--- src/common/bsi_pkg.sv ---
package bsi_pkg;
    // ==========================================================
    // register indices (byte address is four times the index)
    localparam logic [11:0] BSI_IDX_COMMAND   = 12'h004;
    localparam logic [11:0] BSI_IDX_STATUS    = 12'h006;
    localparam logic [11:0] BSI_IDX_REVISION  = 12'h008;
    localparam logic [11:0] BSI_IDX_CLASS     = 12'h009;
    localparam logic [11:0] BSI_IDX_CACHELINE = 12'h00c;
    localparam logic [11:0] BSI_IDX_LOCKCTL   = 12'h040;

    // ==========================================================
    // field positions
    localparam int BSI_CMD_PERR_BIT  = 6;
    localparam int BSI_CMD_ERR_BIT   = 8;
    localparam int BSI_ST_INTX_BIT   = 3;
    localparam int BSI_ST_CAP_BIT    = 4;
    localparam int BSI_ST_TABORT_BIT = 11;
    localparam int BSI_ST_SYSERR_BIT = 14;
    localparam int BSI_ST_POISON_BIT = 15;
    localparam int BSI_LOCK_UNLK_BIT = 0;

    // ==========================================================
    // constant values and reset values
    localparam logic [7:0]  BSI_BASE_CLASS   = 8'h06;
    localparam logic [7:0]  BSI_SUB_CLASS    = 8'h04;
    localparam logic [7:0]  BSI_PROG_IF      = 8'h00;
    localparam logic [7:0]  BSI_REV_RESET    = 8'h01;  // arbitrary value
    localparam logic [7:0]  BSI_LINE_RESET   = 8'h00;
    localparam logic [15:0] BSI_ST_FIXED_MASK = 16'h3fe7; // bits that never read one except cap
    localparam logic [1:0]  BSI_RESP_OKAY    = 2'b00;
    localparam logic [1:0]  BSI_RESP_SLVERR  = 2'b10;
endpackage

--- src/verilog/bsi_regs.sv ---
`timescale 1ns/1ps
// Functional notes
// RULE1 - downstream port: intx flag follows hot-plug interrupt
// RULE2 - upstream port: intx flag always reads zero
// RULE3 - forwarded legacy interrupts never touch intx flag
// RULE4 - capability list bit fixed at one
// RULE5 - error message with enable sets flag; w1c
// RULE6 - poisoned primary TLP sets flag; w1c
// RULE7 - target abort sent bit always zero
// RULE8 - read-only class code 06/04/00
// RULE9 - cache line size: plain 8-bit RW, reset zero
// RULE10 - revision writable only while unlocked
// RULE11 - error enable gates reporting and forwarding
// RULE12 - reserved and unused status bits read zero
module bsi_regs
    import bsi_pkg::*;
(
    input  wire logic        i_clk_sys,
    input  wire logic        i_rst_n,
    input  wire logic        i_s_axi_awvalid,
    output logic             o_s_axi_awready,
    input  wire logic [31:0] i_s_axi_awaddr,
    input  wire logic        i_s_axi_wvalid,
    output logic             o_s_axi_wready,
    input  wire logic [31:0] i_s_axi_wdata,
    input  wire logic [3:0]  i_s_axi_wstrb,
    output logic             o_s_axi_bvalid,
    input  wire logic        i_s_axi_bready,
    output logic [1:0]       o_s_axi_bresp,
    input  wire logic        i_s_axi_arvalid,
    output logic             o_s_axi_arready,
    input  wire logic [31:0] i_s_axi_araddr,
    output logic             o_s_axi_rvalid,
    input  wire logic        i_s_axi_rready,
    output logic [31:0]      o_s_axi_rdata,
    output logic [1:0]       o_s_axi_rresp,
    input  wire logic        i_is_upstream,
    input  wire logic        i_hotplug_irq,
    input  wire logic        i_intx_fwd,
    input  wire logic        i_err_msg_sent,
    input  wire logic        i_poisoned_rx,
    output logic             o_err_report_en,
    output logic             o_parity_response_en
);

    // ==========================================================
    // state
    typedef struct packed {
        logic [31:0] wr_addr;
        logic        aw_got;
        logic [31:0] wr_data;
        logic [3:0]  wr_strb;
        logic        w_got;
        logic        bvalid;
        logic [1:0]  bresp;
        logic        rvalid;
        logic [31:0] rdata;
        logic [1:0]  rresp;
        logic        intx_pending_flag;
        logic        system_error_signalled;
        logic        poisoned_rx_flag;
        logic        error_report_enable;
        logic        parity_response_enable;
        logic [7:0]  revision_number;
        logic        rev_unlock;
        logic [7:0]  cache_line_bytes;
    } bsi_state_s;

    bsi_state_s cur;
    bsi_state_s next_cur;
    logic       wr_commit;
    logic [11:0] wr_idx;
    logic       wr_ok;
    logic [11:0] rd_idx;
    logic       rd_ok;

    // ==========================================================
    // address decode: upper bits must be zero for okay, low two bits ignored; writes other than status still apply by index
    assign wr_idx    = cur.wr_addr[13:2];
    assign wr_ok     = (cur.wr_addr[31:14] == 18'h0_0000);
    assign rd_idx    = i_s_axi_araddr[13:2];
    assign rd_ok     = (i_s_axi_araddr[31:14] == 18'h0_0000);
    assign wr_commit = cur.aw_got && cur.w_got && !cur.bvalid;

    // read word builder; unmapped gives zero with the hit flag in bit 32 cleared
    function automatic logic [32:0] read_word(input logic [11:0] idx, input bsi_state_s s);
        logic [32:0] r;
        r = {1'b1, 32'h0000_0000};
        case (idx)
            BSI_IDX_COMMAND: begin
                r[BSI_CMD_PERR_BIT] = s.parity_response_enable;
                r[BSI_CMD_ERR_BIT]  = s.error_report_enable;
            end
            BSI_IDX_STATUS: begin
                r[BSI_ST_INTX_BIT]   = s.intx_pending_flag;
                r[BSI_ST_CAP_BIT]    = 1'b1;   // RULE4
                r[BSI_ST_TABORT_BIT] = 1'b0;   // RULE7
                r[BSI_ST_SYSERR_BIT] = s.system_error_signalled;
                r[BSI_ST_POISON_BIT] = s.poisoned_rx_flag;
            end
            BSI_IDX_REVISION:  r[7:0]  = s.revision_number;
            BSI_IDX_CLASS:     r[23:0] = {BSI_BASE_CLASS, BSI_SUB_CLASS, BSI_PROG_IF}; // RULE8
            BSI_IDX_CACHELINE: r[7:0]  = s.cache_line_bytes;
            BSI_IDX_LOCKCTL:   r[BSI_LOCK_UNLK_BIT] = s.rev_unlock;
            default:           r[32] = 1'b0;
        endcase
        return r;
    endfunction

    // ==========================================================
    // next-state logic
    always_comb begin
        logic [32:0] rw;
        logic        hit;
        rw = read_word(rd_idx, cur);
        hit = 1'b0;
        next_cur = cur;

        // write address and data may arrive in either order
        if (i_s_axi_awvalid && o_s_axi_awready) begin
            next_cur.wr_addr = i_s_axi_awaddr;
            next_cur.aw_got  = 1'b1;
        end
        if (i_s_axi_wvalid && o_s_axi_wready) begin
            next_cur.wr_data = i_s_axi_wdata;
            next_cur.wr_strb = i_s_axi_wstrb;
            next_cur.w_got   = 1'b1;
        end
        if (cur.bvalid && i_s_axi_bready) begin
            next_cur.bvalid = 1'b0;
        end

        // interrupt status mirrors the hot-plug level, downstream only
        next_cur.intx_pending_flag = i_hotplug_irq && !i_is_upstream; // RULE1 RULE2 RULE3

        // write-one clears first; hardware sets below, so a same-cycle set wins
        if (wr_commit && wr_ok && (wr_idx == BSI_IDX_STATUS) && cur.wr_strb[1]) begin
            if (cur.wr_data[BSI_ST_SYSERR_BIT]) begin
                next_cur.system_error_signalled = 1'b0; // RULE5
            end
            if (cur.wr_data[BSI_ST_POISON_BIT]) begin
                next_cur.poisoned_rx_flag = 1'b0; // RULE6
            end
        end
        if (i_err_msg_sent && cur.error_report_enable) begin
            next_cur.system_error_signalled = 1'b1; // RULE5 RULE11
        end
        if (i_poisoned_rx) begin
            next_cur.poisoned_rx_flag = 1'b1; // RULE6
        end

        // commit a complete write, then answer on the b channel
        if (wr_commit) begin
            next_cur.aw_got = 1'b0;
            next_cur.w_got  = 1'b0;
            next_cur.bvalid = 1'b1;
            next_cur.bresp  = BSI_RESP_OKAY;
            case (wr_idx)
                BSI_IDX_COMMAND: begin
                    hit = 1'b1;
                    if (cur.wr_strb[0]) begin
                        next_cur.parity_response_enable = cur.wr_data[BSI_CMD_PERR_BIT];
                    end
                    if (cur.wr_strb[1]) begin
                        next_cur.error_report_enable = cur.wr_data[BSI_CMD_ERR_BIT]; // RULE11
                    end
                end
                BSI_IDX_STATUS:    hit = 1'b1;   // RULE12
                BSI_IDX_CLASS:     hit = 1'b1;
                BSI_IDX_REVISION: begin
                    hit = 1'b1;
                    if (cur.wr_strb[0] && cur.rev_unlock) begin
                        next_cur.revision_number = cur.wr_data[7:0]; // RULE10
                    end
                end
                BSI_IDX_CACHELINE: begin
                    hit = 1'b1;
                    if (cur.wr_strb[0]) begin
                        next_cur.cache_line_bytes = cur.wr_data[7:0]; // RULE9
                    end
                end
                BSI_IDX_LOCKCTL: begin
                    hit = 1'b1;
                    if (cur.wr_strb[0]) begin
                        next_cur.rev_unlock = cur.wr_data[BSI_LOCK_UNLK_BIT];
                    end
                end
                default: hit = 1'b0;
            endcase
            if (!(hit && wr_ok)) begin
                next_cur.bresp = BSI_RESP_SLVERR;
            end
        end

        // read: data captured on the same edge that takes the address
        if (cur.rvalid && i_s_axi_rready) begin
            next_cur.rvalid = 1'b0;
        end
        if (i_s_axi_arvalid && o_s_axi_arready) begin
            next_cur.rvalid = 1'b1;
            next_cur.rdata  = rd_ok ? rw[31:0] : 32'h0000_0000;
            next_cur.rresp  = (rd_ok && rw[32]) ? BSI_RESP_OKAY : BSI_RESP_SLVERR;
        end
    end

    // ==========================================================
    // state register
    always_ff @(posedge i_clk_sys or negedge i_rst_n) begin
        if (!i_rst_n) begin
            cur                 <= '0;
            cur.revision_number <= BSI_REV_RESET;
            cur.cache_line_bytes <= BSI_LINE_RESET; // RULE9
        end else begin
            cur <= next_cur;
        end
    end

    // ==========================================================
    // outputs; a channel stays closed while its response is pending
    assign o_s_axi_awready      = !cur.aw_got && !cur.bvalid;
    assign o_s_axi_wready       = !cur.w_got && !cur.bvalid;
    assign o_s_axi_bvalid       = cur.bvalid;
    assign o_s_axi_bresp        = cur.bresp;
    assign o_s_axi_arready      = !cur.rvalid;
    assign o_s_axi_rvalid       = cur.rvalid;
    assign o_s_axi_rdata        = cur.rdata;
    assign o_s_axi_rresp        = cur.rresp;
    assign o_err_report_en      = cur.error_report_enable;  // reporting logic gates on this
    assign o_parity_response_en = cur.parity_response_enable;
endmodule

--- config.mk ---
export PLATFORM = sky130hd
export DESIGN_NAME = bsi_regs
export DESIGN_NICKNAME = d
export VERILOG_FILES = /design/src/common/bsi_pkg.sv /design/src/verilog/bsi_regs.sv
export SDC_FILE = /design/constraint.sdc
export NUM_CORES = 1
export LEC_CHECK = 0
export ABC_AREA = 1
export CAP_MARGIN = 20
export CELL_PAD_IN_SITES_DETAIL_PLACEMENT = 1
export CELL_PAD_IN_SITES_GLOBAL_PLACEMENT = 2
export CORE_UTILIZATION = 38
export CTS_CLUSTER_DIAMETER = 200
export DETAILED_ROUTE_END_ITERATION = 7
export DONT_BUFFER_PORTS = 1
export GPL_ROUTABILITY_DRIVEN = 0
export GPL_TIMING_DRIVEN = 0
export HOLD_SLACK_MARGIN = 0.03
export PLACE_DENSITY = 0.92
export SLEW_MARGIN = 20
export SYNTH_ARGS = -nofsm -noshare
export SYNTH_HDL_FRONTEND = slang
export SYNTH_SLANG_ARGS = --single-unit
--- constraint.sdc ---
create_clock -name i_clk_sys -period 3.8 [get_ports i_clk_sys]
set_input_delay 0.76 -clock i_clk_sys [delete_from_list [all_inputs] [get_ports i_clk_sys]]
set_output_delay 0.76 -clock i_clk_sys [all_outputs]
set_load 0.05 [all_outputs]
# ---- Word-level counts from Yosys, hierarchy flattened
# Cells that the tools add are included.
dict set report totals {
  inputBits 112
  ff_bits 112
  out_inout_bits 43
}
dict set report classes {
  reduce_logical 41
  eq_ne 12
  n_mux 28
}
# operator count
set op_table {}
lappend op_table {{12-bit by 4-bit == test with 1-bit output, second input constant} 6}
lappend op_table {{12-bit by 3-bit == test with 1-bit output, second input constant} 4}
lappend op_table {{18-bit logical NOT} 2}
lappend op_table {{35-bit two-way mux} 1}
lappend op_table {{12-bit by 7-bit == test with 1-bit output, second input constant} 2}
lappend op_table {{24-bit two-way mux} 1}
lappend op_table {{1-bit logical AND} 17}
lappend op_table {{2-bit nonzero test} 8}
lappend op_table {{3-bit AND reduction} 5}
lappend op_table {{1-bit two-way mux} 13}
lappend op_table {{6-bit OR reduction} 2}
lappend op_table {{2-bit two-way mux} 5}
lappend op_table {{1-bit case mux with 3 select lines} 2}
lappend op_table {{2-bit case mux with 3 select lines} 1}
lappend op_table {{1-bit logical NOT} 5}
lappend op_table {{4-bit two-way mux} 1}
lappend op_table {{1-bit case mux with 2 select lines} 2}
lappend op_table {{2-bit case mux with 2 select lines} 1}
lappend op_table {{2-bit AND reduction} 2}
lappend op_table {{3-bit two-way mux} 1}

# ---- Logic depth before layout (Yosys ltp)
# Gate-level depths: netlist of run 1.
dict set report depth {
  depth_word 7
  depth_mapped 10
  depth_no_buf 10
}

# ---- Worst setup path after synthesis of run 1
# Ideal clock, no wire load.
dict set report synth_timing {
  kind {register to register}
  start {register cur (netlist bit o_s_axi_bvalid)}
  end {register cur[119] (netlist bit)}
  path_buffers 1
  t_arrival_ns 2.143
  setup_slack_ns 1.533
  setup_time_ns 0.125
  stages_incl_launch_ff 5
  required_ns 3.675
  path_cell_list {dfrtp_1 nor2_1 nand2_1 buf_2 mux2_2}
}
dict set report synth_via {
  elab_chain_cells 3
}
# element line_no
set synth_rtl {}
lappend synth_rtl {{start, declared} bsi_regs.sv:69} ;# bsi_state_s cur;
lappend synth_rtl {{start signal, assigned} bsi_regs.sv:214} ;# cur <= next_cur;
lappend synth_rtl {{1-bit logical NOT} bsi_regs.sv:220} ;# assign o_s_axi_awready = !cur.aw_got && !cur.bvalid;
lappend synth_rtl {{1-bit logical AND} bsi_regs.sv:220}
lappend synth_rtl {{named net o_s_axi_awready} bsi_regs.sv:21} ;# output logic o_s_axi_awready,
lappend synth_rtl {{1-bit logical AND} bsi_regs.sv:120} ;# if (i_s_axi_awvalid && o_s_axi_awready) begin
# The timed path passes the listed nets, and every way through them passes these cells.
# A chain may end at the register's enable or synchronous reset.

# ---- Final worst setup path of run 1
dict set report layout_timing {
  start {register cur (netlist bit o_s_axi_bvalid)}
  end {register cur[69] (netlist bit)}
}
dict set report layout_via {
  elab_chain_cells 3
}
# element line_no
set layout_rtl {}
lappend layout_rtl {{1-bit logical NOT} bsi_regs.sv:221} ;# assign o_s_axi_wready = !cur.w_got && !cur.bvalid;
lappend layout_rtl {{1-bit logical AND} bsi_regs.sv:221}
lappend layout_rtl {{named net o_s_axi_wready} bsi_regs.sv:24} ;# output logic o_s_axi_wready,
lappend layout_rtl {{1-bit logical AND} bsi_regs.sv:124} ;# if (i_s_axi_wvalid && o_s_axi_wready) begin
# The timed path passes the listed nets, and every way through them passes these cells.

==> out/qor.yml, run 1 <==
yosys:
  synthArstFlopShare_pct: 100
  synth-edff-count: 0
  synth_area_sq_um: 4090
  synth_top_family_by_area: "simple AND/OR/NAND/NOR gates"
  synth_area_leaders: "dfrtp_1, nand2_1, buf_4"
  ys_seq_area_share_pct: 50.9
  ys_warn_count: 0
  synthAdderAreaFrac_pct: 0
  synth_compound_area_share_pct: 6.19
  ys_top_cells_by_count: "nand2_1, dfrtp_1, nor2_1"
  synth-simple-area-share_pct: 23.8
  ys_types: 28
  synth_xor_area_share_pct: 0
  synth_top_area_cell: "dfrtp_1"
  avgSynthCellArea_sq_um: 8.60
  yosysMostFrequentCell: "nand2_1"
  ys.flop_type: "dfrtp_1"
  muxShareOfSynthArea_pct: 6.34
  ys_ff_latch: 83
  synth.top_cell.area_share_pct: 50.2
  syn_inst: 475
run_status:
  status: "completed"
global_route:
  grt_pass1_vias: 3227
  gr-usage-all-layers_pct: 17.7
  antenna_found_initial: 0
  globalRoute.totalOverflow: 0
  grt_max_degree: 84
  grt_pass1_wl_mm: 15.3
setup_path:
  path_class: "flip-flop to flip-flop"
  end_kind: "flip-flop"
  crit_cells: 5
  r2r_start: "o_s_axi_bvalid"
  arrival_ps: 2860
  reg2reg_depth: 5
  worstReg2RegEnd: "cur[69]"
  slowest_delay_ps: 840
  path_cells: "nor2_1, nand2_1, buf_2, buf_2, a21oi_1"
  cp_top_family: "simple AND/OR/NAND/NOR gates"
  worstSetupStartpointType: "flip-flop"
  cp.required_ps: 4080
  crit_path_frequent_cell: "buf_2"
  critPathMaxFanout: 10
  path_buf_inv: 2
  crit_path_top_delay_cell: "nor2_1"
  r2r_setup_slack_ps: 1220
timing:
  slew_viol_final: 0
  setup_tns_ps: 0
  period_share_pct: 68.0
  min_period_ps: 2580
  worstMarginPinSlew_ps: 973
  timing.hold.ws_ps: 83.3
  hold_violations: 0
  relSlewSlack_pct: 34.9
  setup_viol: 0
  rsz0062_at_grt: "false"
  fmax_mhz: 387
  fin_ws_ps: 1220
  fin_worst_skew_ps: 10.6
pwr:
  design_power_total_w: 0.00258
  power_density_nw_per_um2: 570
  p_leak_nw: 2.23
  power_frac_seq_pct: 49.9
  intPower_w: 0.00169
  clockPowerShare_pct: 25.0
  ir_drop_mv: 0.378
  netSwitchingFraction_pct: 34.5
  p_sw_w: 0.000889
  combinationalPowerShare_pct: 25.1
die:
  die_h_um: 106
  core_sq_um: 10400
  ios: 155
  start_util_pct: 39.4
  die_x_um: 106
  dieArea_sq_um: 11200
  rows: 37
final_layout:
  nFillCells: 1273
  multiInputGateArea_sq_um: 1560
  nets: 617
  drive_above_1_share_pct: 20.2
  areaGrowthSynthToFinish_pct: 10.8
  antenna_cells: 0
  fin_util_pct: 43.6
  regArea_sq_um: 2080
detailed_routing:
  drt-vias-per-instance: 4.75
  first_iter_violations: 75
  ant_nets: 0
  drcViolationCount: 0
  vias: 3070
  wl_per_cell_um: 14.0
  routed_wl_mm: 9.02
  first_pass_iters: 4
clocking:
  root_buffer: "clkbuf_8"
  cts_setup_buffers: 0
  htreeDepth: 3
  cts_tree: "yes"
  cts_sinks: 83
  clock_path_buffers: 2
  clk_latency_ps: 360
  clk_pin_slew_ps: 90
  cts_resized: 0
  postCtsHoldBufs: 0
  cts_buffers: 9
hold_path:
  hp-class: "input pin to asynchronous set/reset pin"
place:
  dpl.hpwl_mm: 7.07
  pre_cts_ws_ps: 1180
  port-buffer-count: 0
job:
  cap_viol_max_count: 0
## worst max-delay path by stage
stage                               from       end  slack [ps]
after global routing      o_s_axi_bvalid   cur[73]        1010
after floorplan           o_s_axi_bvalid  cur[119]        1530
after detailed placement  o_s_axi_bvalid   cur[65]        1180
final                     o_s_axi_bvalid   cur[69]        1220
after CTS                 o_s_axi_bvalid   cur[69]        1160
after global placement    o_s_axi_bvalid   cur[71]        1210
## final cells by class
cell class              count  area share (%)
flip-flops and latches     83            45.9
multi-input cells         315            34.5
plain buffers              46            7.30
inverters                  50            4.15
well taps                 136            3.76
clock buffers              10            2.82
clock inverters             6            1.58
## registers in the layout, indices dropped and copies added (netlist names)
register	count
cur	65
o_err_report_en	1
o_parity_response_en	1
o_s_axi_bresp	1
o_s_axi_bvalid	1
o_s_axi_rdata	12
o_s_axi_rresp	1
o_s_axi_rvalid	1
## power groups by stage
| stage | clock network [W] | registers (W) | logic [W] |
|---|---|---|---|
| 2_1_floorplan | 0 | 0.00127 | 0.000559 |
| 3_3_place_gp | 0 | 0.00129 | 0.000630 |
| 3_5_place_dp | 0 | 0.00131 | 0.000659 |
| 4_1_cts | 0.000677 | 0.00129 | 0.000661 |
| 5_1_grt | 0.000710 | 0.00132 | 0.000734 |
| 6_report | 0.000646 | 0.00129 | 0.000647 |
## worst register-to-register path, stage by stage (launching register included)
cell and delay [ps]:
dfrtp_1 610, nor2_1 840, nand2_1 370, buf_2 310, buf_2 220, a21oi_1 160
## kinds of logic after synthesis
logic type             count (synthesis)
AOI/OAI and AO/OA                     49
buffers and inverters                 96
DFF                                   83
muxes                                 23
other                                  1
and+or+nand+nor                      223
## metal layers
layer	up-vias	track usage, %	routed length (um)	part of all wire (%)
met4	0	3.27	53	0.59
met5	-	0	0	0
met2	89	31.0	4630	51
li1	1505	-	-	-
met3	5	8.16	786	8.7
met1	1471	19.8	3550	39
## stage by stage
step | cells | cell area [sq um]
global placement | 630 | 4330
finish | 646 | 4530
detailed placement | 630 | 4330
floorplan | 494 | 4160
global route | 646 | 4530
CTS | 646 | 4530
## cell usage in the layout, fill, tap and decap left out, types with 3 or more instances in the layout
cell type,netlist,layout
inv_1,48,48
buf_4,36,36
nand4_1,3,3
nand2_2,6,6
o21ai_0,25,25
nor2_1,66,66
buf_2,6,6
nor3_1,8,8
mux2_2,23,23
inv_6,0,3
nand3_2,3,3
a21oi_1,21,21
nand3_1,33,33
nand2_1,93,93
dfrtp_1,82,82
clkbuf_1,2,3
nor2_2,4,4
conb_1,1,20
clkbuf_8,0,9
Note: power is estimated with default switching activity, not from simulation.
==> inputs of run 2 (changes only) <==
--- a/config.mk
+++ b/config.mk
@@ -9,14 +9,14 @@
 export CAP_MARGIN = 20
 export CELL_PAD_IN_SITES_DETAIL_PLACEMENT = 1
 export CELL_PAD_IN_SITES_GLOBAL_PLACEMENT = 2
-export CORE_UTILIZATION = 38
+export CORE_UTILIZATION = 32
 export CTS_CLUSTER_DIAMETER = 200
 export DETAILED_ROUTE_END_ITERATION = 7
 export DONT_BUFFER_PORTS = 1
 export GPL_ROUTABILITY_DRIVEN = 0
 export GPL_TIMING_DRIVEN = 0
 export HOLD_SLACK_MARGIN = 0.03
-export PLACE_DENSITY = 0.92
+export PLACE_DENSITY = 0.83
 export SLEW_MARGIN = 20
 export SYNTH_ARGS = -nofsm -noshare
 export SYNTH_HDL_FRONTEND = slang
==> constraint.sdc (replaced) <==
create_clock -name i_clk_sys -period 2.2 [get_ports i_clk_sys]
set_input_delay 0.44 -clock i_clk_sys [delete_from_list [all_inputs] [get_ports i_clk_sys]]
set_output_delay 0.44 -clock i_clk_sys [all_outputs]
set_load 0.05 [all_outputs]
==> run 2 against run 1 <==
Net effect: the run now ends with hold timing left; global-route usage decreased by 2.8 points; sequential share of layout area decreased by 1.8 points; via count decreased by 1.1%; cell area increased by 4.1%; sequential cell count unchanged; sequential power increased by 74%; first-iteration DRC count decreased by 43%; utilization decreased by 5.1 points; largest power group unchanged.
==> out/qor.yml, run 2 (synthesized netlist as in run 1, its figures left out) <==
place:
  port-buffer-count: 0  # unchanged
  pre_cts_ws_ps: -92.3  # was 1180 ps
  dpl.hpwl_mm: 7.06  # was 7.07 mm
  dpl_cell_area_sq_um: 4370  # was 4330 sq um
setup_path:
  path_cells: "nor2_4, nand2_1, buf_2, buf_2, a21oi_1"  # was nor2_1, nand2_1, buf_2, buf_2, a21oi_1
  r2r_setup_slack_ps: 310  # was 1220 ps
  cp.required_ps: 2460  # was 4080 ps
  crit_path_top_delay_cell: "dfrtp_2"  # was nor2_1
  path_class: "flip-flop to flip-flop"  # unchanged
  end_kind: "flip-flop"  # unchanged
  cp_top_family: "simple AND/OR/NAND/NOR gates"  # unchanged
  crit_path_frequent_cell: "buf_2"  # unchanged
  path_buf_inv: 2  # unchanged
  critPathMaxFanout: 10  # unchanged
  worstSetupStartpointType: "flip-flop"  # unchanged
  slowest_delay_ps: 560  # was 840 ps
  arrival_ps: 2150  # was 2860 ps
final_layout:
  nFillCells: 1479  # was 1273
  top_register: "cur"  # unchanged
  fin_area_sq_um: 4710  # was 4530 sq um
  final_common_cell: "nand2_1"  # unchanged
  final_cell_mix: "nand2_1, dfrtp_1, nor2_1, inv_1, buf_4"  # unchanged
  drive_above_1_share_pct: 20.8  # was 20.2%
  nets: 617  # unchanged
  antenna_cells: 0  # unchanged
  largest_reg_flops: 65  # unchanged
  areaGrowthSynthToFinish_pct: 15.3  # was 10.8%
die:
  die_x_um: 115  # was 106 um
  ios: 155  # unchanged
  die_h_um: 115  # was 106 um
  core_sq_um: 12200  # was 10400 sq um
  dieArea_sq_um: 13200  # was 11200 sq um
  rows: 40  # was 37
  start_util_pct: 33.5  # was 39.4%
run_status:
  violations: "hold timing"
  status: "finished with violations"  # was completed
clocking:
  cts_tree: "yes"  # unchanged
  cts_buffers: 9  # unchanged
  cts_sinks: 83  # unchanged
  clock_path_buffers: 2  # unchanged
  clk_latency_ps: 350  # was 360 ps
  htreeDepth: 3  # unchanged
  root_buffer: "clkbuf_16"  # was clkbuf_8
  clk_pin_slew_ps: 60  # was 90 ps
global_route:
  globalRoute.totalOverflow: 0  # unchanged
  grt_max_degree: 84  # unchanged
  use_met1_pct: 16.8  # was 19.8%
  use_met3_pct: 6.59  # was 8.16%
  gr-usage-met2_pct: 25.2  # was 31.0%
  top_usage_layer: "met2"  # unchanged
  gr-usage-all-layers_pct: 15.0  # was 17.7%
  grt_pass1_wl_mm: 15.1  # was 15.3 mm
  grt_pass1_vias: 3170  # was 3227
  antenna_found_initial: 0  # unchanged
detailed_routing:
  first_iter_violations: 43  # was 75
  first_pass_iters: 4  # unchanged
  wl_per_cell_um: 13.3  # was 14.0 um
  routed_wl_mm: 9.05  # was 9.02 mm
  drcViolationCount: 0  # unchanged
  ant_nets: 0  # unchanged
  drt-vias-per-instance: 4.48  # was 4.75
  vias: 3036  # was 3070
hold_path:
  hp-class: "input pin to asynchronous set/reset pin"  # unchanged
pwr:
  ir_drop_mv: 0.591  # was 0.378 mV
  p_leak_nw: 2.30  # was 2.23 nW
  design_power_total_w: 0.00502  # was 0.00258 W
  power_density_nw_per_um2: 1060  # was 570 nW/um^2
timing:
  relSlewSlack_pct: 57.3  # was 34.9%
  rsz0062_at_grt: "false"  # unchanged
  fin_worst_skew_ps: 5.60  # was 10.6 ps
  fin_ws_ps: 311  # was 1220 ps
  slew_viol_final: 0  # unchanged
  fmax_mhz: 529  # was 387 MHz
  worstMarginPinSlew_ps: 641  # was 973 ps
  hold_violations: 83  # was 0
  min_period_ps: 1890  # was 2580 ps
  setup_viol: 0  # unchanged
  setup_tns_ps: 0  # unchanged
  period_share_pct: 85.9  # was 68.0%
  timing.hold.ws_ps: -209  # was 83.3 ps
job:
  cap_viol_max_count: 0  # unchanged
## run 2: cell types whose count changed in the layout (fill, tap and decap cells not counted)
| cell | change |
|---|---|
| bufinv_16 | +1 |
| dfrtp_2 | +1 |
| nor2_4 | +2 |
| inv_6 | -3 |
| clkbuf_16 | +9 |
| clkinvlp_4 | -2 |
| clkbuf_8 | -8 |
| dfrtp_1 | -1 |
| clkinv_4 | +3 |
| nor2_1 | -2 |
## run 2: timing repair
action | CTS | global route
hold endpoints to repair | 83 | 83
endpoints found under the setup margin | 22 | 1
buffers inserted | 0 | 0
resized for setup | 2 | 1
## run 2: power breakdown
part           switching (W)  total [W]  internal [W]
Combinational       0.000674    0.00113      0.000452
Sequential          0.000291    0.00224       0.00195
Clock               0.000620    0.00165       0.00103
## run 2: layout make-up
class,count,area (sq um),area share (%)
clock buffer,11,243,5.15
sequential,83,2080,44.1
inverter,50,188,3.98
tap,168,210,4.46
multi-input combinational,315,1580,33.4
clock inverter,5,86.3,1.83
buffer,46,330,7.01
## run 2: worst reg2reg max path, stage by stage (launching register included)
cell     delay (ps)
dfrtp_2         560
nor2_4          360
nand2_1         250
buf_2           260
buf_2           210
a21oi_1         180
## run 2: stage by stage
stage          std cells  utilization (%)
2_1_floorplan        494                -
3_3_place_gp         662             35.8
3_5_place_dp         662             35.8
4_1_cts              678             38.6
5_1_grt              678             38.6
6_report             678             38.6
## run 2: layer usage
metal / up-vias / share of wire, %
met5: - / 0
met4: 0 / 1.5
met3: 14 / 10
met2: 101 / 47
met1: 1415 / 42
li1: 1506 / -
## run 2: final timing paths
| check | from | endpoint | depth (start not counted) |
|---|---|---|---|
| setup / recovery | o_s_axi_bvalid | cur[67] | 5 |
| hold / removal | i_rst_n | o_s_axi_rdata[3] | 0 |
| hold reg to reg | o_s_axi_rdata[4] | o_s_axi_rdata[4] | 2 |
| max in group asynchronous | i_rst_n | cur[9] | 0 |
| min in group i_clk_sys | i_is_upstream | cur[21] | 1 |
| setup reg to reg | o_s_axi_bvalid | cur[67] | 5 |
==> inputs of run 3 (changes only) <==
--- a/config.mk
+++ b/config.mk
@@ -9,6 +9,7 @@
 export CAP_MARGIN = 20
 export CELL_PAD_IN_SITES_DETAIL_PLACEMENT = 1
 export CELL_PAD_IN_SITES_GLOBAL_PLACEMENT = 2
+export CORE_ASPECT_RATIO = 0.8
 export CORE_UTILIZATION = 32
 export CTS_CLUSTER_DIAMETER = 200
 export DETAILED_ROUTE_END_ITERATION = 7
==> run 3 against run 2 <==
Net effect: the flow still finishes with violations (hold timing); via count is 0.72% higher; worst hold slack worse by 1.2 ps; critical path depth stayed put; cell count is 0.44% higher; combinational power hardly changed; setup slack worse by 53 ps; fmax is 2.7% lower; total power is 3.1% higher; utilization is 0.053 points lower; register-to-register slack worse by 50 ps; global-route usage is 0.41 points higher; largest cell class unchanged.
==> out/qor.yml, run 3 (synthesized netlist as in run 1, its figures left out) <==
clocking:
  htreeDepth: 3  # unchanged
  cts_tree: "yes"  # unchanged
  cts_setup_buffers: 0  # unchanged
  cts_buffers: 9  # unchanged
  clk_latency_ps: 340  # was 350 ps
  clk_pin_slew_ps: 60  # about the same
  clock_path_buffers: 2  # unchanged
  root_buffer: "clkbuf_16"  # unchanged
  cts_sinks: 83  # unchanged
setup_path:
  crit_path_top_delay_cell: "dfrtp_2"  # unchanged
  cp.required_ps: 2450  # was 2460 ps
  startpoint: "o_s_axi_bvalid"  # unchanged
  crit_path_frequent_cell: "buf_2"  # unchanged
  endpoint: "cur[107]"  # was cur[67]
  critPathMaxFanout: 10  # unchanged
  worstReg2RegEnd: "cur[107]"  # was cur[67]
  path_class: "flip-flop to flip-flop"  # unchanged
  reg2reg_depth: 5  # unchanged
  path_cells: "nor2_4, nand2_1, buf_2, buf_2, a21oi_1"  # unchanged
  end_kind: "flip-flop"  # unchanged
  r2r_start: "o_s_axi_bvalid"  # unchanged
  arrival_ps: 2190  # was 2150 ps
  slowest_delay_ps: 550  # was 560 ps
  worstSetupStartpointType: "flip-flop"  # unchanged
  r2r_setup_slack_ps: 260  # was 310 ps
die:
  start_util_pct: 33.2  # was 33.5%
  die_x_um: 128  # was 115 um
  dieArea_sq_um: 13200  # about the same
  ios: 155  # unchanged
  core_sq_um: 12300  # was 12200 sq um
  rows: 36  # was 40
  die_h_um: 103  # was 115 um
run_status:
  violations: "hold timing"  # unchanged
  status: "finished with violations"  # unchanged
final_layout:
  largest_reg_flops: 65  # unchanged
  final_cell_mix: "nand2_1, dfrtp_1, nor2_1, inv_1, buf_4"  # unchanged
  nets: 617  # unchanged
  areaGrowthSynthToFinish_pct: 16.0  # was 15.3%
  drive_above_1_share_pct: 21.0  # was 20.8%
  multiInputGateArea_sq_um: 1580  # unchanged
  top_register: "cur"  # unchanged
  final_common_cell: "nand2_1"  # unchanged
  fin_util_pct: 38.5  # was 38.6%
  antenna_cells: 0  # unchanged
  regArea_sq_um: 2080  # unchanged
  nFillCells: 1476  # was 1479
global_route:
  grt_pass1_wl_mm: 15.3  # was 15.1 mm
  grt_max_degree: 84  # unchanged
  grt_pass1_vias: 3144  # was 3170
  antenna_found_initial: 0  # unchanged
  globalRoute.totalOverflow: 0  # unchanged
  gr-usage-all-layers_pct: 15.4  # was 15.0%
timing:
  period_share_pct: 88.3  # was 85.9%
  slew_viol_final: 0  # unchanged
  fmax_mhz: 515  # was 529 MHz
  worstMarginPinSlew_ps: 581  # was 641 ps
  min_period_ps: 1940  # was 1890 ps
  fin_worst_skew_ps: 8.08  # was 5.60 ps
  setup_tns_ps: 0  # unchanged
  hold_violations: 83  # unchanged
  relSlewSlack_pct: 61.3  # was 57.3%
  rsz0062_at_grt: "false"  # unchanged
  setup_viol: 0  # unchanged
  timing.hold.ws_ps: -210  # was -209 ps
detailed_routing:
  ant_nets: 0  # unchanged
  routed_wl_mm: 9.58  # was 9.05 mm
  wl_per_cell_um: 14.1  # was 13.3 um
  first_pass_iters: 4  # unchanged
  drcViolationCount: 0  # unchanged
  vias: 3058  # was 3036
  first_iter_violations: 87  # was 43
  drt-vias-per-instance: 4.49  # was 4.48
hold_path:
  hp-class: "input pin to asynchronous set/reset pin"  # unchanged
job:
  cap_viol_max_count: 0  # unchanged
place:
  port-buffer-count: 0  # unchanged
  dpl.hpwl_mm: 7.32  # was 7.06 mm
pwr:
  power_density_nw_per_um2: 1090  # was 1060 nW/um^2
  p_leak_nw: 2.31  # was 2.30 nW
  ir_drop_mv: 0.634  # was 0.591 mV
[run 3: changes by cell type in the layout (fill, tap and decap cells not counted), sizes merged]
cell,previous run,this run
bufinv,2,3
clkbuf,13,12
[run 3: cell type report]
| class | count | share of cell area, % |
|---|---|---|
| Buffer | 46 | 6.97 |
| Clock buffer | 10 | 5.04 |
| Clock inverter | 6 | 2.38 |
| Inverter | 50 | 3.96 |
| Multi-Input combinational cell | 315 | 33.2 |
| Sequential cell | 83 | 43.9 |
| Tap cell | 171 | 4.52 |
[run 3: metrics by stage]
stage	setup WS [ps]	hold WS, ps	std cells	total power [W]	cell area [sq um]
2_1_floorplan	224	144	494	0.00316	4160
3_3_place_gp	-64.6	146	665	0.00335	4380
3_5_place_dp	-96.4	147	665	0.00343	4380
4_1_cts	-137	-229	681	0.00523	4730
5_1_grt	121	-240	681	0.00548	4740
6_report	258	-210	681	0.00517	4740
[run 3: critical path: cells and delay by family, from the launching register on]
family / cells / cell delay, ps
flip-flops: 1 / 550
buffers and inverters: 2 / 480
AND/OR/NAND/NOR: 2 / 600
AO/OA/AOI/OAI: 1 / 210
[run 3: worst min-delay path by stage]
stage / to / slack, ps / depth (start not counted)
detailed placement: cur[115] / 150 / 0
global placement: cur[114] / 150 / 0
finish: cur[128] / -210 / 0
global route: cur[128] / -240 / 0
floorplan: cur[0] / 140 / 0
CTS: cur[115] / -230 / 0
[run 3: report_power, final]
group          switching [W]  leakage [nW]  internal [W]
combinational       0.000707          1.13      0.000451
sequential          0.000294          1.01       0.00195
clock               0.000627         0.173       0.00114
[run 3: layer usage]
layer | share of wire, % | track usage [%]
met1 | 46 | 18.9
met2 | 45 | 24.4
met3 | 7.4 | 6.80
met4 | 0.94 | 4.62
met5 | 0 | 0
[run 3: what timing repair did]
item / 4_1_cts / 5_1_grt
endpoints found under the hold margin: 83 / 83
pin swaps: 0 / 1
endpoints found under the setup margin: 35 / 37
resized for setup: 0 / 3
